[src/hdl/status_fault_pkg.sv]
package status_fault_pkg;
	localparam int CLK_HZ         = 125_000_000;
	localparam int SELF_CHECK_HZ  = 100;
	localparam int TICK_CYCLES    = CLK_HZ / SELF_CHECK_HZ;
	localparam int HALF_SEC_MS    = 500;
	localparam int SLOW_HALF_MS   = 500;
	localparam int FAST_HALF_MS   = 100;
	localparam int BRAKE_DELAY_MS = 200;
	localparam int REFINE_MS      = 60_000;
	localparam int HALF_TICKS     = HALF_SEC_MS * SELF_CHECK_HZ / 1000;
	localparam int SLOW_TICKS     = SLOW_HALF_MS * SELF_CHECK_HZ / 1000;
	localparam int FAST_TICKS     = FAST_HALF_MS * SELF_CHECK_HZ / 1000;
	localparam int BRAKE_TICKS    = BRAKE_DELAY_MS * SELF_CHECK_HZ / 1000;
	localparam int REFINE_TICKS   = REFINE_MS * SELF_CHECK_HZ / 1000;
	localparam int TICK_W         = 13;
	localparam int BARS           = 10;
	localparam int REFINE_SHIFT   = 3;

	typedef enum logic [1:0] {
		ST_CHECK     = 2'b00,
		ST_INTERLOCK = 2'b01,
		ST_RUN       = 2'b10,
		ST_FAULT     = 2'b11
	} state_type;

	localparam logic [7:0] CTRL_ADDR   = 8'h00;
	localparam logic [7:0] DRIVE_ADDR  = 8'h04;
	localparam logic [7:0] STATUS_ADDR = 8'h08;
	localparam int         CTRL_SEG    = 0;
	localparam int         ST_CODE_LO  = 0;
	localparam int         ST_STATE_LO = 4;
	localparam int         ST_EST_OK   = 6;
	localparam int         ST_BRAKE    = 7;
	localparam int         ST_EST_LO   = 8;
	localparam logic [7:0] MAX_SPEED_RST = 8'hFF;

	localparam int         FREEWHEEL_PCT = 75;
	localparam int         LOW_PCT       = 20;
	localparam int         GREEN_PCT     = 50;
	localparam int         CRIT_PCT      = 10;
	localparam logic [7:0] FULL_LEVEL    = 8'hFF;
	localparam logic [7:0] LOW_LEVEL     = 8'(int'(FULL_LEVEL) * LOW_PCT / 100);
	localparam logic [7:0] GREEN_LEVEL   = 8'(int'(FULL_LEVEL) * GREEN_PCT / 100);
	localparam logic [7:0] CRIT_LEVEL    = 8'(int'(FULL_LEVEL) * CRIT_PCT / 100);
	localparam logic [9:0] RED_MASK      = 10'h003;
	localparam logic [9:0] YEL_MASK      = 10'h01C;
	localparam logic [9:0] GRN_MASK      = 10'h3E0;
	localparam logic [3:0] CODE_NONE     = 4'h0;
	localparam logic [3:0] CODE_FREEWHEEL = 4'h4;
	localparam logic [3:0] CODE_INHIBIT  = 4'h6;
	localparam int         UNUSED_BIT    = 4;

	// Lowest numbered active cause wins; bit i of the cause vector is code i+1, except UNUSED_BIT (bit 4), which is ignored.
	function automatic logic [3:0] faultCode(input logic [9:0] cause);
		logic [3:0] c;
		c = CODE_NONE;
		for (int i = BARS - 1; i >= 0; i--) begin
			if (cause[i] && i != UNUSED_BIT) begin
				c = 4'(i + 1);
			end
		end
		return c;
	endfunction : faultCode

	function automatic logic [9:0] barMask(input logic [3:0] n);
		return 10'((11'h001 << n) - 11'h001);
	endfunction : barMask

	function automatic logic [7:0] pctOf(input logic [7:0] v, input int pct);
		return 8'(int'(v) * pct / 100);
	endfunction : pctOf
endpackage : status_fault_pkg

[src/hdl/status_fault_indicator.sv]
// Chosen here: the address map and register access over AHB-Lite.
module status_fault_indicator #(
	parameter int TICK_CYCLES = status_fault_pkg::TICK_CYCLES
) (
	// Clock and reset.
	input  wire logic        clk_sys,
	input  wire logic        rst_n,
	// AHB-Lite slave.
	input  wire logic        hsel,
	input  wire logic [31:0] haddr,
	input  wire logic [1:0]  htrans,
	input  wire logic        hwrite,
	input  wire logic [2:0]  hsize,
	input  wire logic [31:0] hwdata,
	input  wire logic        hready,
	output logic      [31:0] hrdata,
	output logic             hreadyout,
	output logic             hresp,
	// Operator controls from pins.
	input  wire logic        throttleRest,
	input  wire logic        freewheel,
	input  wire logic        inhibit,
	// Fault causes and battery level from on-chip monitors.
	input  wire logic [9:0]  faultCause,
	input  wire logic [7:0]  battLevel,
	// Indicator and drive outputs.
	output logic             lampOn,
	output logic      [9:0]  gaugeBars,
	output logic             driveEnable,
	output logic             brakeApply,
	output logic      [7:0]  speedLimit,
	output logic             checkStrobe
);
	typedef struct packed {
		status_fault_pkg::state_type st;
		logic [status_fault_pkg::TICK_W-1:0] halfCnt;
		logic                                pushedSeen;
		logic [5:0]                          slowCnt;
		logic [5:0]                          fastCnt;
		logic                                slowPh;
		logic                                fastPh;
		logic [3:0]                          ripple;
		logic                                rippleUp;
		logic [5:0]                          brakeCnt;
		logic [7:0]                          chargeEst;
		logic [status_fault_pkg::TICK_W-1:0] refineCnt;
		logic                                estOk;
		logic [3:0]                          code;
		logic                                segMode;
		logic [7:0]                          maxSpeed;
		logic                                wrPend;
		logic [7:0]                          wrAddr;
		logic [31:0]                         hrdata;
		logic                                hreadyout;
		logic                                lampOn;
		logic [9:0]                          gaugeBars;
		logic                                driveEnable;
		logic                                brakeApply;
		logic [7:0]                          speedLimit;
		logic                                checkStrobe;
	} core_type;

	core_type   core_q, core_d;
	logic [2:0] pins;
	logic       restS, fwS, inhS, tick;
	logic [9:0] cause;
	logic       lowCharge, driving, brakeDue;

	pin_sync #(
		.W (3)
	) u_pin_sync (
		.clk_sys (clk_sys),
		.rst_n   (rst_n),
		.pinIn   ({throttleRest, freewheel, inhibit}),
		.pinOut  (pins)
	);

	tick_divider #(
		.PERIOD (TICK_CYCLES)
	) u_tick_divider (
		.clk_sys (clk_sys),
		.rst_n   (rst_n),
		.tick    (tick)
	);

	assign restS = pins[2];
	assign fwS   = pins[1];
	assign inhS  = pins[0];

	always_comb begin
		core_d             = core_q;
		core_d.checkStrobe = tick;
		cause              = faultCause;
		cause[3]           = faultCause[3] | fwS;
		cause[5]           = faultCause[5] | inhS;
		lowCharge          = core_q.chargeEst < status_fault_pkg::LOW_LEVEL;
		driving            = core_q.driveEnable && !restS;
		brakeDue           = core_q.brakeCnt >= 6'(status_fault_pkg::BRAKE_TICKS);

		// Self-check cycle: fault causes, flash phases and ripple advance per tick.
		if (tick) begin
			core_d.code = status_fault_pkg::faultCode(cause);
			if (core_q.slowCnt == 6'(status_fault_pkg::SLOW_TICKS - 1)) begin
				core_d.slowCnt = '0;
				core_d.slowPh  = !core_q.slowPh;
			end else begin
				core_d.slowCnt = core_q.slowCnt + 6'h01;
			end
			if (core_q.fastCnt == 6'(status_fault_pkg::FAST_TICKS - 1)) begin
				core_d.fastCnt = '0;
				core_d.fastPh  = !core_q.fastPh;
			end else begin
				core_d.fastCnt = core_q.fastCnt + 6'h01;
			end
			if (core_q.rippleUp) begin
				core_d.ripple   = core_q.ripple + 4'h1;
				core_d.rippleUp = core_q.ripple != 4'(status_fault_pkg::BARS - 2);
			end else begin
				core_d.ripple   = core_q.ripple - 4'h1;
				core_d.rippleUp = core_q.ripple == 4'h1;
			end
			if (restS) begin
				if (!brakeDue) begin
					core_d.brakeCnt = core_q.brakeCnt + 6'h01;
				end
			end else begin
				core_d.brakeCnt = '0;
			end
			// Estimate moves an eighth of the way toward the measured level each tick while driving.
			if (driving) begin
				core_d.chargeEst = 8'(int'(core_q.chargeEst)
					+ ((int'(battLevel) - int'(core_q.chargeEst))
					>>> status_fault_pkg::REFINE_SHIFT));
				if (core_q.refineCnt != 13'(status_fault_pkg::REFINE_TICKS))
				begin
					core_d.refineCnt = core_q.refineCnt + 13'h0001;
				end else begin
					core_d.estOk = 1'b1;
				end
			end
		end

		unique case (core_q.st)
			status_fault_pkg::ST_CHECK: begin
				// Sampled on the tick only, so the synchroniser's reset level cannot fake a push.
				if (tick && !restS) begin
					core_d.pushedSeen = 1'b1;
				end
				if (tick) begin
					core_d.halfCnt = core_q.halfCnt + 13'h0001;
					if (core_q.halfCnt == 13'(status_fault_pkg::HALF_TICKS - 1)) begin
						core_d.chargeEst = battLevel;
						if (core_q.pushedSeen || !restS) begin
							core_d.st = status_fault_pkg::ST_INTERLOCK;
						end else begin
							core_d.st = status_fault_pkg::ST_RUN;
						end
					end
				end
			end
			status_fault_pkg::ST_INTERLOCK: begin
				if (restS) begin
					core_d.st = status_fault_pkg::ST_RUN;
				end
			end
			status_fault_pkg::ST_RUN: begin
				if (core_q.code != status_fault_pkg::CODE_NONE) begin
					core_d.st = status_fault_pkg::ST_FAULT;
				end
			end
			status_fault_pkg::ST_FAULT: begin
				if (core_q.code == status_fault_pkg::CODE_NONE && restS) begin
					core_d.st = status_fault_pkg::ST_RUN;
				end
			end
		endcase

		// Drive, brake and speed limit.
		core_d.driveEnable = core_q.st == status_fault_pkg::ST_RUN
			&& core_q.code == status_fault_pkg::CODE_NONE && !fwS;
		if (fwS) begin
			core_d.brakeApply = 1'b0;
			core_d.speedLimit = status_fault_pkg::pctOf(core_q.maxSpeed,
				status_fault_pkg::FREEWHEEL_PCT);
		end else begin
			core_d.brakeApply = !core_q.driveEnable || (restS && brakeDue);
			core_d.speedLimit = core_q.maxSpeed;
		end

		// Indicator: self check first, then interlock, then fault, then charge level.
		unique case (core_q.st)
			status_fault_pkg::ST_CHECK: begin
				core_d.lampOn    = 1'b1;
				core_d.gaugeBars = core_q.fastPh ? '1 : '0;
			end
			status_fault_pkg::ST_INTERLOCK: begin
				core_d.lampOn    = core_q.fastPh;
				core_d.gaugeBars = 10'(11'h001 << core_q.ripple);
			end
			status_fault_pkg::ST_FAULT: begin
				core_d.lampOn    = core_q.fastPh;
				core_d.gaugeBars = core_q.fastPh
					? status_fault_pkg::barMask(core_q.code) : '0;
			end
			status_fault_pkg::ST_RUN: begin
				core_d.lampOn = lowCharge ? core_q.slowPh : 1'b1;
				if (core_q.chargeEst >= status_fault_pkg::GREEN_LEVEL) begin
					core_d.gaugeBars = status_fault_pkg::RED_MASK | status_fault_pkg::YEL_MASK
						| status_fault_pkg::GRN_MASK;
				end else if (!lowCharge) begin
					core_d.gaugeBars = status_fault_pkg::RED_MASK
						| status_fault_pkg::YEL_MASK;
				end else if (core_q.chargeEst < status_fault_pkg::CRIT_LEVEL) begin
					core_d.gaugeBars = core_q.slowPh ? status_fault_pkg::RED_MASK : '0;
				end else begin
					core_d.gaugeBars = status_fault_pkg::RED_MASK;
				end
			end
		endcase

		// AHB-Lite slave, zero wait states, always OKAY.
		core_d.hreadyout = 1'b1;
		if (core_q.wrPend) begin
			core_d.wrPend = 1'b0;
			unique case (core_q.wrAddr)
				status_fault_pkg::CTRL_ADDR: begin
					core_d.segMode = hwdata[status_fault_pkg::CTRL_SEG];
				end
				status_fault_pkg::DRIVE_ADDR: begin
					core_d.maxSpeed = hwdata[7:0];
				end
				default: begin
				end
			endcase
		end
		if (hsel && hready && htrans[1]) begin
			core_d.wrPend = hwrite;
			core_d.wrAddr = haddr[7:0];
			core_d.hrdata = '0;
			if (!hwrite) begin
				unique case (haddr[7:0])
					status_fault_pkg::CTRL_ADDR: begin
						core_d.hrdata[status_fault_pkg::CTRL_SEG] = core_q.segMode;
					end
					status_fault_pkg::DRIVE_ADDR: begin
						core_d.hrdata[7:0] = core_q.maxSpeed;
					end
					status_fault_pkg::STATUS_ADDR: begin
						core_d.hrdata[status_fault_pkg::ST_CODE_LO +: 4]  = core_q.code;
						core_d.hrdata[status_fault_pkg::ST_STATE_LO +: 2] = core_q.st;
						core_d.hrdata[status_fault_pkg::ST_EST_OK]        = core_q.estOk;
						core_d.hrdata[status_fault_pkg::ST_BRAKE]         = core_q.brakeApply;
						core_d.hrdata[status_fault_pkg::ST_EST_LO +: 8]   = core_q.chargeEst;
					end
					default: begin
					end
				endcase
			end
		end
	end

	always_ff @(posedge clk_sys or negedge rst_n) begin
		if (!rst_n) begin
			core_q            <= '0;
			core_q.st         <= status_fault_pkg::ST_CHECK;
			core_q.rippleUp   <= 1'b1;
			core_q.maxSpeed   <= status_fault_pkg::MAX_SPEED_RST;
			core_q.brakeApply <= 1'b1;
		end else begin
			core_q <= core_d;
		end
	end

	assign hrdata      = core_q.hrdata;
	assign hreadyout   = core_q.hreadyout;
	assign hresp       = 1'b0;
	assign lampOn      = core_q.lampOn;
	assign gaugeBars   = core_q.gaugeBars;
	assign driveEnable = core_q.driveEnable;
	assign brakeApply  = core_q.brakeApply;
	assign speedLimit  = core_q.speedLimit;
	assign checkStrobe = core_q.checkStrobe;
endmodule : status_fault_indicator

[src/hdl/pin_sync.sv]
module pin_sync #(
	parameter int W = 3
) (
	// Clock and reset.
	input  wire logic         clk_sys,
	input  wire logic         rst_n,
	// Raw pins and their settled copies.
	input  wire logic [W-1:0] pinIn,
	output logic      [W-1:0] pinOut
);
	typedef struct packed {
		logic [W-1:0] s1;
		logic [W-1:0] s2;
		logic [W-1:0] s3;
		logic [W-1:0] out;
	} sync_type;

	sync_type sync_q, sync_d;

	// A change is taken only once the second and third stages agree.
	always_comb begin
		sync_d    = sync_q;
		sync_d.s1 = pinIn;
		sync_d.s2 = sync_q.s1;
		sync_d.s3 = sync_q.s2;
		for (int i = 0; i < W; i++) begin
			if (sync_q.s2[i] == sync_q.s3[i]) begin
				sync_d.out[i] = sync_q.s3[i];
			end
		end
	end

	always_ff @(posedge clk_sys or negedge rst_n) begin
		if (!rst_n) begin
			sync_q <= '0;
		end else begin
			sync_q <= sync_d;
		end
	end

	assign pinOut = sync_q.out;
endmodule : pin_sync

[src/hdl/tick_divider.sv]
module tick_divider #(
	parameter int PERIOD = 1000
) (
	// Clock and reset.
	input  wire logic clk_sys,
	input  wire logic rst_n,
	// One-cycle enable every PERIOD cycles.
	output logic      tick
);
	typedef struct packed {
		logic [31:0] cnt;
		logic        tick;
	} div_type;

	div_type div_q, div_d;

	always_comb begin
		div_d      = div_q;
		div_d.tick = 1'b0;
		if (div_q.cnt == 32'(PERIOD - 1)) begin
			div_d.cnt  = '0;
			div_d.tick = 1'b1;
		end else begin
			div_d.cnt = div_q.cnt + 32'h0000_0001;
		end
	end

	always_ff @(posedge clk_sys or negedge rst_n) begin
		if (!rst_n) begin
			div_q <= '0;
		end else begin
			div_q <= div_d;
		end
	end

	assign tick = div_q.tick;
endmodule : tick_divider

[config.mk]
export PLATFORM = sky130hd
export DESIGN_NAME = status_fault_indicator
export DESIGN_NICKNAME = d
export VERILOG_FILES = /design/src/hdl/status_fault_pkg.sv /design/src/hdl/status_fault_indicator.sv /design/src/hdl/pin_sync.sv /design/src/hdl/tick_divider.sv
export SDC_FILE = /design/constraint.sdc
export NUM_CORES = 1
export LEC_CHECK = 0
export BUFFER_PORTS_ARGS = -buffer_cell sky130_fd_sc_hd__buf_2
export CORE_MARGIN = 10
export CORE_UTILIZATION = 50
export DETAILED_ROUTE_END_ITERATION = 16
export GPL_ROUTABILITY_DRIVEN = 0
export GPL_TIMING_DRIVEN = 0
export MAX_ROUTING_LAYER = met4
export PLACE_DENSITY_LB_ADDON = 0.05
export RECOVER_POWER = 100
export SYNTH_ARGS = -nofsm -noshare
export SYNTH_HDL_FRONTEND = slang
export SYNTH_SLANG_ARGS = --single-unit
[constraint.sdc]
create_clock -name clk_sys -period 8.3 [get_ports clk_sys]
set_input_delay 1.66 -clock clk_sys [delete_from_list [all_inputs] [get_ports clk_sys]]
set_output_delay 1.66 -clock clk_sys [all_outputs]
set_load 0.03 [all_outputs]
==> results_dict.tcl, run 1 <==
set metrics [dict create \
    outcome "complete, but fails checks" \
    violations "max-capacitance violations, max-slew violations" \
    drv_cap 2 \
    die_h_um 171 \
    muxShareOfSynthArea 0.0326 \
    num_io_pins 151 \
    cts_buffers 17 \
    synth-adder-area-share 0.0997 \
    hold_ws_ps 351 \
    r2r-start "core_q[70]" \
    fin_cells 1661 \
    syn_inst 1192 \
    core_um2 22500 \
    regArea_um2 4240 \
    hold_buffers 0 \
    remaining_drc_errors 0 \
    clk_pin_slew_ps 70 \
    slowest_stage "dfstp_2" \
    grt.total_usage 0.193 \
    cp_max_fo 7 \
    cts_tree "done" \
    drive_gt1_frac 0.239 \
    start_util 0.505 \
    vias 9299 \
    period_needed_ps 8170 \
    rows 55 \
    antenna_left 0 \
    synth.cell_area_um2 11400 \
    reg2reg_depth 33 \
    grt_max_degree 93 \
    wl_per_cell_um 16.7 \
    whs_path_depth 0 \
    antenna_found_initial 0 \
    n_fill_cell 1949 \
    die_w_um 171 \
    root_buffer "clkbuf_16" \
    setup_viol 0 \
    stdcell_area_um2 13700 \
    yosysTopAreaCellShare 0.350 \
    cpPeakStageDelay_ps 560 \
    synth_top_area_cell "dfrtp_1" \
    multiInputGateArea_um2 6990 \
    worstSetupStartpointType "flip-flop" \
    ys_seq_area_frac 0.373 \
    synth_flop_cell "dfrtp_1" \
    cts.sinks 169 \
    overflow 0 \
    ys_ff_latch 169 \
    grt_pass1_wl_mm 45.3 \
    dp_hpwl_mm 19.9 \
    synth-xor-area-share 0.0793 \
    synth_top_cells_by_area "dfrtp_1 35%, ha_1 7.8%, xnor2_1 5.2%, buf_4 3.4%, nand2_1 3.0%" \
    clk_latency_ps 440 \
    critPathRequiredTime_ps 8620 \
    min_period_over_period 0.985 \
    hold_end "u_pin_sync.sync_d[3]" \
    port_buffers 80 \
    nets 1537 \
    synthSimpleGateAreaFrac 0.170 \
    antennaDiodeCount 0 \
    place_area_um2 12200 \
    synth_compound_area_frac 0.179 \
    synth_top_family_by_area "compound AO/OA/AOI/OAI gates" \
    rsz0062_at_grt "yes" \
    final.setup.tns_ps 0 \
    areaGrowthSynthToFinish_pct 20.9 \
    dr.pass1.iters 6 \
    via_per_inst 5.60 \
    slew_headroom -1.73 \
    clock_path_buffers 2 \
    drv_slew 172 \
    syn_area_per_cell_um2 9.54 \
    fmax_mhz 122 \
    ys_async_sr_fraction 1.00 \
    drtIter0Drc 702 \
    worst_slew_pin_slew_ps 4100 \
    dp.cells 1574 \
    dieArea_um2 29200 \
    synth_edf_count 0 \
    finClkSkew_ps 18.5 \
    yosys_warnings 0 \
    wl_mm 27.8 \
    criticalPathCategory "reg -> reg" \
    crit_arrival_ps 8490 \
    ys_types 106 \
    min-delay-path-class "reg -> reg" \
    crit_path_frequent_cell "ha_4" \
    grt_pass1_vias 9106 \
    r2r_end "speedLimit[0]" \
    htreeDepth 4 \
    crit_path_end_kind "flip-flop" \
    reg2reg_slack_ps 130 \
    hp-start "u_pin_sync.sync_d[6]" \
    final_hold_viol_count 0 \
]
stage by stage:
stage                     worst slack (ps)  utilization
after floorplan                       18.8            -
after global placement                -811        0.541
after detailed placement              -881        0.543
after CTS                             6.56        0.592
after global routing                  -144        0.611
final                                  126        0.611
worst max path at each step:
stage / from / to / slack [ps]
2_1_floorplan: core_q[68] / speedLimit[0] / 20
3_3_place_gp: core_q[68] / speedLimit[0] / -810
3_5_place_dp: core_q[68] / speedLimit[0] / -880
4_1_cts: core_q[69] / speedLimit[0] / 7
5_1_grt: core_q[70] / speedLimit[0] / -140
6_report: core_q[70] / speedLimit[0] / 130
worst max-delay path, delay by kind of cell, from the launching register on:
family,cells,cell delay (ps)
AOI/OAI and AO/OA,17,3420
adders and majority gates,7,2380
buffers and inverters,3,230
DFF,1,560
muxes,3,1010
and+or+nand+nor,3,450
repair_timing:
| action | in CTS | in global routing |
|---|---|---|
| buffers inserted | 31 | 26 |
| setup endpoints to repair | 3 | 2 |
| pin swaps | 22 | 45 |
| resized for setup | 43 | 60 |
logic make-up (layout without fill, tap and decap cells):
kind of cell	Yosys count	in the layout
other cells	2	18
buf+inv	145	313
compound gates	271	271
mux	33	33
xor+xnor	99	99
simple gates	386	386
flops	169	169
fa+ha+maj	87	87
flip-flops by register name (all words and copies together) (netlist names), 3 cells and up:
signal and flops:
speedLimit 8, u_pin_sync.sync_q 3, u_pin_sync.sync_d 6, gaugeBars 10, u_tick_divider.div_q 32, u_pin_sync.pinOut 3, hrdata 16, core_q 85
cell usage in the layout, fill, tap and decap left out, types with 9 or more instances in the layout:
cell / synthesis / final
nand2b_1: 12 / 11
a22o_1: 9 / 9
nand4_1: 24 / 24
nor2_1: 92 / 89
ha_1: 71 / 66
nor4_1: 12 / 12
nor2b_1: 12 / 12
buf_4: 51 / 108
nand2_1: 92 / 90
buf_2: 7 / 40
xor2_1: 29 / 28
inv_1: 60 / 58
conb_1: 2 / 18
a21oi_1: 52 / 41
clkbuf_1: 27 / 69
clkbuf_16: 0 / 17
dfstp_2: 10 / 10
nor3_1: 34 / 32
nand3_1: 39 / 37
a21o_1: 18 / 18
xnor2_1: 67 / 64
dfrtp_1: 159 / 159
o21ai_0: 43 / 40
mux2_2: 25 / 23
o211ai_1: 16 / 16
and3_1: 18 / 18
cell type report:
cell class / count / area share
buffer: 83 / 0.0379
clock buffer: 19 / 0.0330
clock inverter: 13 / 0.0127
inverter: 60 / 0.0164
multi-input combinational: 894 / 0.509
sequential: 169 / 0.309
tap: 285 / 0.0259
timing repair buffer: 138 / 0.0571
synth_stat cells (all sizes together) (5+ instances only):
master   number
dfrtp       159
nor2         94
nand2        93
ha           71
xnor2        69
inv          60
buf          58
a21oi        52
o21ai        52
nand3        42
nor3         35
xor2         30
clkbuf       27
mux2         26
nand4        24
o211ai       19
a21o         18
and3         18
and2         16
nand2b       14
nor2b        12
nor4         12
a211oi       11
a31oi        11
dfstp        10
o21a         10
a22o          9
a222oi        8
fa            8
maj3          8
o22ai         8
mux2i         7
o31ai         7
a2111oi       5
a311o         5
a31o          5
nor4b         5
o211a         5
or2           5
routing by layer:
layer	up-vias	share of wire	track usage
li1	4580	-	-
met1	4473	0.48	0.257
met2	222	0.47	0.303
met3	24	0.043	0.0320
met4	0	0.0089	0.0431
met5	-	0	-
Power of run 1 is not shown: default switching activity piles up to over one toggle a cycle in this logic, so the estimate is an artifact.
==> run 2: changes to the inputs <==
Settings changed: GPL_TIMING_DRIVEN 0 to unset, PLACE_DENSITY set to 0.75, PLACE_DENSITY_LB_ADDON 0.05 to unset.
==> run 2 against run 1 <==
Effect of this change:
- the run still ends with max-capacitance violations, max-slew violations left
- global-route usage is essentially flat
- flip-flop and latch count unchanged
- largest cell class unchanged
- design area fell by 1.5%
- die area unchanged
- setup slack got worse by 110 ps
- register-to-register slack worse by 110 ps
- hold slack better by 3.8 ps
- routed wire length increased by 1.5%
- clock skew fell by 6.1 ps
- first-iteration DRC count shrank 7.4%
- fmax fell by 1.3%
==> results_dict.tcl, run 2 (synthesized netlist as in run 1, its figures left out) <==
set metrics [dict create \
    areaGrowthSynthToFinish_pct 19.1 \
    port_buffers 80 \
    min_period_over_period 0.998 \
    core_um2 22500 \
    cpPeakStageDelay_ps 570 \
    dp.cells 1593 \
    dr.pass1.iters 5 \
    grt_pass1_vias 9348 \
    drv_cap 3 \
    fin_cells 1641 \
    finClkSkew_ps 12.4 \
    rsz0062_at_grt "yes" \
    outcome "complete, but fails checks" \
    wl_per_cell_um 17.2 \
    antenna_left 0 \
    remaining_drc_errors 0 \
    startpoint "core_q[70]" \
    num_io_pins 151 \
    rows 55 \
    drive_gt1_frac 0.235 \
    dp_hpwl_mm 19.9 \
    overflow 0 \
    die_w_um 171 \
    cts_tree "done" \
    worst_slew_pin_slew_ps 4900 \
    hp-start "u_pin_sync.sync_d[6]" \
    cp_max_fo 5 \
    vias 9511 \
    final_hold_viol_count 0 \
    cts_buffers 17 \
    largest_register_ffs 85 \
    drtIter0Drc 650 \
    grt_max_degree 93 \
    antennaDiodeCount 0 \
    die_h_um 171 \
    root_buffer "clkbuf_16" \
    crit_arrival_ps 8610 \
    wl_mm 28.2 \
    cts.sinks 169 \
    clk_pin_slew_ps 80 \
    nets 1517 \
    fmax_mhz 121 \
    start_util 0.505 \
    min-delay-path-class "reg -> reg" \
    crit_path_end_kind "flip-flop" \
    clock_path_buffers 2 \
    setup_viol 0 \
    criticalPathCategory "reg -> reg" \
    layout_common_cells "159 x dfrtp_1, 115 x buf_4, 91 x nor2_1" \
    layout_commonest_cell "dfrtp_1" \
    dieArea_um2 29200 \
    htreeDepth 4 \
    clk_latency_ps 440 \
    worstSetupStartpointType "flip-flop" \
    final_core_util 0.601 \
    violations "max-capacitance violations, max-slew violations" \
    period_needed_ps 8280 \
    hold_buffers 0 \
    grt.total_usage 0.193 \
    grt_pass1_wl_mm 45.2 \
    r2r-start "core_q[70]" \
    slew_headroom -2.26 \
    drv_slew 212 \
    slowest_stage "dfstp_2" \
    via_per_inst 5.80 \
    final.setup.tns_ps 0 \
    regMostFlops "core_q" \
    antenna_found_initial 0 \
    hold_ws_ps 355 \
    critPathRequiredTime_ps 8630 \
]
run 2: changes by cell type in the layout (fill, tap and decap cells not counted), sizes merged:
cell      delta
buf          +5
bufinv       -1
clkbuf      -27
clkinv       +2
clkinvlp     -1
inv          +2
run 2: path summary, 6_finish.rpt:
check	cells past startpoint	slack (ps)	to
setup / recovery	35	20	speedLimit[0]
hold / removal	0	350	u_pin_sync.sync_d[3]
setup reg to reg	35	20	speedLimit[0]
hold reg to reg	0	350	u_pin_sync.sync_d[3]
max in group asynchronous	2	1610	u_tick_divider.div_q[25]
min in group asynchronous	1	2980	core_q[86]
run 2: per-layer routing:
metal,global-route usage,wire length [µm],vias up,part of all wire
li1,-,-,4540,-
met1,0.236,12300,4635,0.44
met2,0.315,13800,284,0.49
met3,0.0350,1360,52,0.048
met4,0.0637,673,0,0.024
met5,-,0,-,0
run 2: repair_timing:
action | 4_1_cts | 5_1_grt
buffers inserted | 8 | 9
endpoints found under the setup margin | 2 | 2
endpoints found under the hold margin | 0 | 0
pin swaps | 15 | 36
resized for setup | 34 | 45
run 2: stage by stage:
step | instance area [µm²] | setup slack, ps
global route | 13500 | -241
detailed placement | 12500 | -370
global placement | 12500 | -188
finish | 13500 | 19.3
CTS | 13300 | 12.4
floorplan | 11400 | 18.8
run 2: final cells by class:
cell class / count / area [µm²]
Sequential cell: 169 / 4240
Tap cell: 285 / 357
Fill cell: 1876 / 8970
Clock buffer: 17 / 425
Clock inverter: 15 / 173
Multi-Input combinational cell: 894 / 6860
Inverter: 60 / 225
Timing Repair Buffer: 201 / 1260
run 2: worst max-delay path, delay by kind of cell (launching register included):
family	cells	cell delay, ps
buffers and inverters	5	570
AND/OR/NAND/NOR	5	710
AO/OA/AOI/OAI	17	3560
adder cells (fa/ha/maj)	6	1990
multiplexers	2	740
flip-flops	1	570
Power of run 2 is left out for the same reason.
==> run 3: changes to the inputs <==
Settings changed: ABC_AREA set to 1.
==> run 3 against run 2 <==
Effect of this change:
- the flow still finishes with violations (max-capacitance violations, max-slew violations)
- synthesized cell count is 18% higher
- setup slack better by 590 ps
- hold slack worse by 12 ps
- critical path type unchanged
- via count is 3.9% lower
==> results_dict.tcl, run 3 <==
set metrics [dict create \
    synth_flop_cell "dfrtp_1" \
    use_met2 0.304 \
    grt.total_usage 0.178 \
    clk_latency_ps 440 \
    synth_top_cells_by_area "dfrtp_1 35%, nand2_1 9.1%, ha_1 7.9%, inv_1 7.1%, nand3_1 4.0%" \
    outcome "complete, but fails checks" \
    port_buffers 80 \
    crit_arrival_ps 8010 \
    worst_slew_pin_slew_ps 4600 \
    ys_types 55 \
    antennaDiodeCount 0 \
    remaining_drc_errors 0 \
    period_needed_ps 7690 \
    min_period_over_period 0.927 \
    clock_path_buffers 2 \
    reg2reg_slack_ps 610 \
    ys_async_sr_fraction 1.00 \
    htreeDepth 4 \
    yosysMostFrequentCell "nand2_1" \
    use_met3 0.0287 \
    hold_ws_ps 342 \
    wl_mm 24.8 \
    synth_top_area_cell "dfrtp_1" \
    dr.pass1.iters 5 \
    crit_path_frequent_cell "nand2_2" \
    min-delay-path-class "reg -> reg" \
    grt_pass1_vias 8816 \
    yosys_warnings 0 \
    ys_seq_area_frac 0.375 \
    num_io_pins 151 \
    via_per_inst 5.22 \
    final_hold_viol_count 0 \
    antenna_left 0 \
    syn_area_per_cell_um2 8.06 \
    antenna_found_initial 0 \
    crit_path_end_kind "flip-flop" \
    layout_commonest_cell "nand2_1" \
    violations "max-capacitance violations, max-slew violations" \
    clk_pin_slew_ps 70 \
    slowest_stage "dfstp_2" \
    rows 54 \
    grt_busiest_layer "met2" \
    drtIter0Drc 550 \
    hold_buffers 0 \
    start_util 0.513 \
    cts.sinks 169 \
    slew_headroom -2.07 \
    dp_hpwl_mm 19.1 \
    worstSetupStartpointType "flip-flop" \
    drive_gt1_frac 0.123 \
    areaGrowthSynthToFinish_pct 8.42 \
    synth_edf_count 0 \
    drv_cap 2 \
    final.setup.tns_ps 0 \
    cp_max_fo 8 \
    die_h_um 170 \
    critPathRequiredTime_ps 8620 \
    finClkSkew_ps 11.7 \
    syn_inst 1403 \
    root_buffer "clkbuf_16" \
    drv_slew 172 \
    cpPeakStageDelay_ps 620 \
    dieArea_um2 29000 \
    regMostFlops "core_q" \
    die_w_um 170 \
    cts_buffers 17 \
    yosysTopAreaCellShare 0.352 \
    nets 1633 \
    setup_viol 0 \
    grt_max_degree 91 \
    rsz0062_at_grt "no" \
    ys_ff_latch 169 \
    synth_commonest_cells "275 x nand2_1, 215 x inv_1, 159 x dfrtp_1" \
    fmax_mhz 130 \
    core_um2 22000 \
    synth.cell_area_um2 11300 \
    largest_register_ffs 85 \
    grt_use_met1 0.203 \
    grt_pass1_wl_mm 41.1 \
    fin_cells 1752 \
    layout_common_cells "273 x nand2_1, 215 x inv_1, 159 x dfrtp_1" \
    criticalPathCategory "reg -> reg" \
    vias 9142 \
    overflow 0 \
    dp.cells 1716 \
    wl_per_cell_um 14.1 \
    cts_tree "done" \
]
run 3: worst paths after layout:
| check | start | depth (start not counted) | endpoint |
|---|---|---|---|
| max in group asynchronous | rst_n | 2 | u_tick_divider.div_q[29] |
| min in group asynchronous | rst_n | 1 | core_q[95] |
| worst min-delay path | u_pin_sync.sync_d[6] | 0 | u_pin_sync.sync_d[3] |
| worst min register to register | u_pin_sync.sync_d[6] | 0 | u_pin_sync.sync_d[3] |
| worst max-delay path | core_q[68] | 46 | speedLimit[0] |
| worst max register to register | core_q[68] | 46 | speedLimit[0] |
run 3: logic make-up after synthesis:
logic type | Yosys count | share of synthesized area
simple gates | 637 | 0.276
mux | 7 | 0.00697
fa+ha+maj | 82 | 0.0954
buf+inv | 291 | 0.115
flops | 169 | 0.375
other cells | 2 | 0.000664
compound gates | 154 | 0.0830
xor+xnor | 61 | 0.0473
run 3: timing repair:
action / 4_1_cts / 5_1_grt
setup buffers: 0 / 4
endpoints found under the setup margin: 0 / 2
gates resized for setup: 0 / 7
run 3: layer usage:
metal,wire length (µm),vias up,share of wire
met2,12500,165,0.51
li1,-,4630,-
met3,892,42,0.036
met1,10700,4305,0.43
met5,0,-,0
met4,677,0,0.027
run 3: area by class of cell:
type	count	area (µm²)
repair buffers	90	410
clock inverters	12	118
inverters	222	833
fillers	2032	9770
flip-flops and latches	169	4240
clock buffers	20	447
well taps	280	350
multi-input cells	959	5860
run 3: stage by stage:
step	cell area (µm²)	worst slack [ps]	utilization
6_report	12300	609	0.556
5_1_grt	12300	48.1	0.556
4_1_cts	12300	547	0.557
3_5_place_dp	11700	573	0.531
3_3_place_gp	11700	793	0.531
2_1_floorplan	11400	1460	-
run 3: critical path, delay by kind of cell (launching register included):
kind            cells  cell delay (ps)
flops               1              620
buf+inv             2              110
fa+ha+maj           6             2060
simple gates       36             4390
compound gates      2              360
Power of run 3 is left out for the same reason.
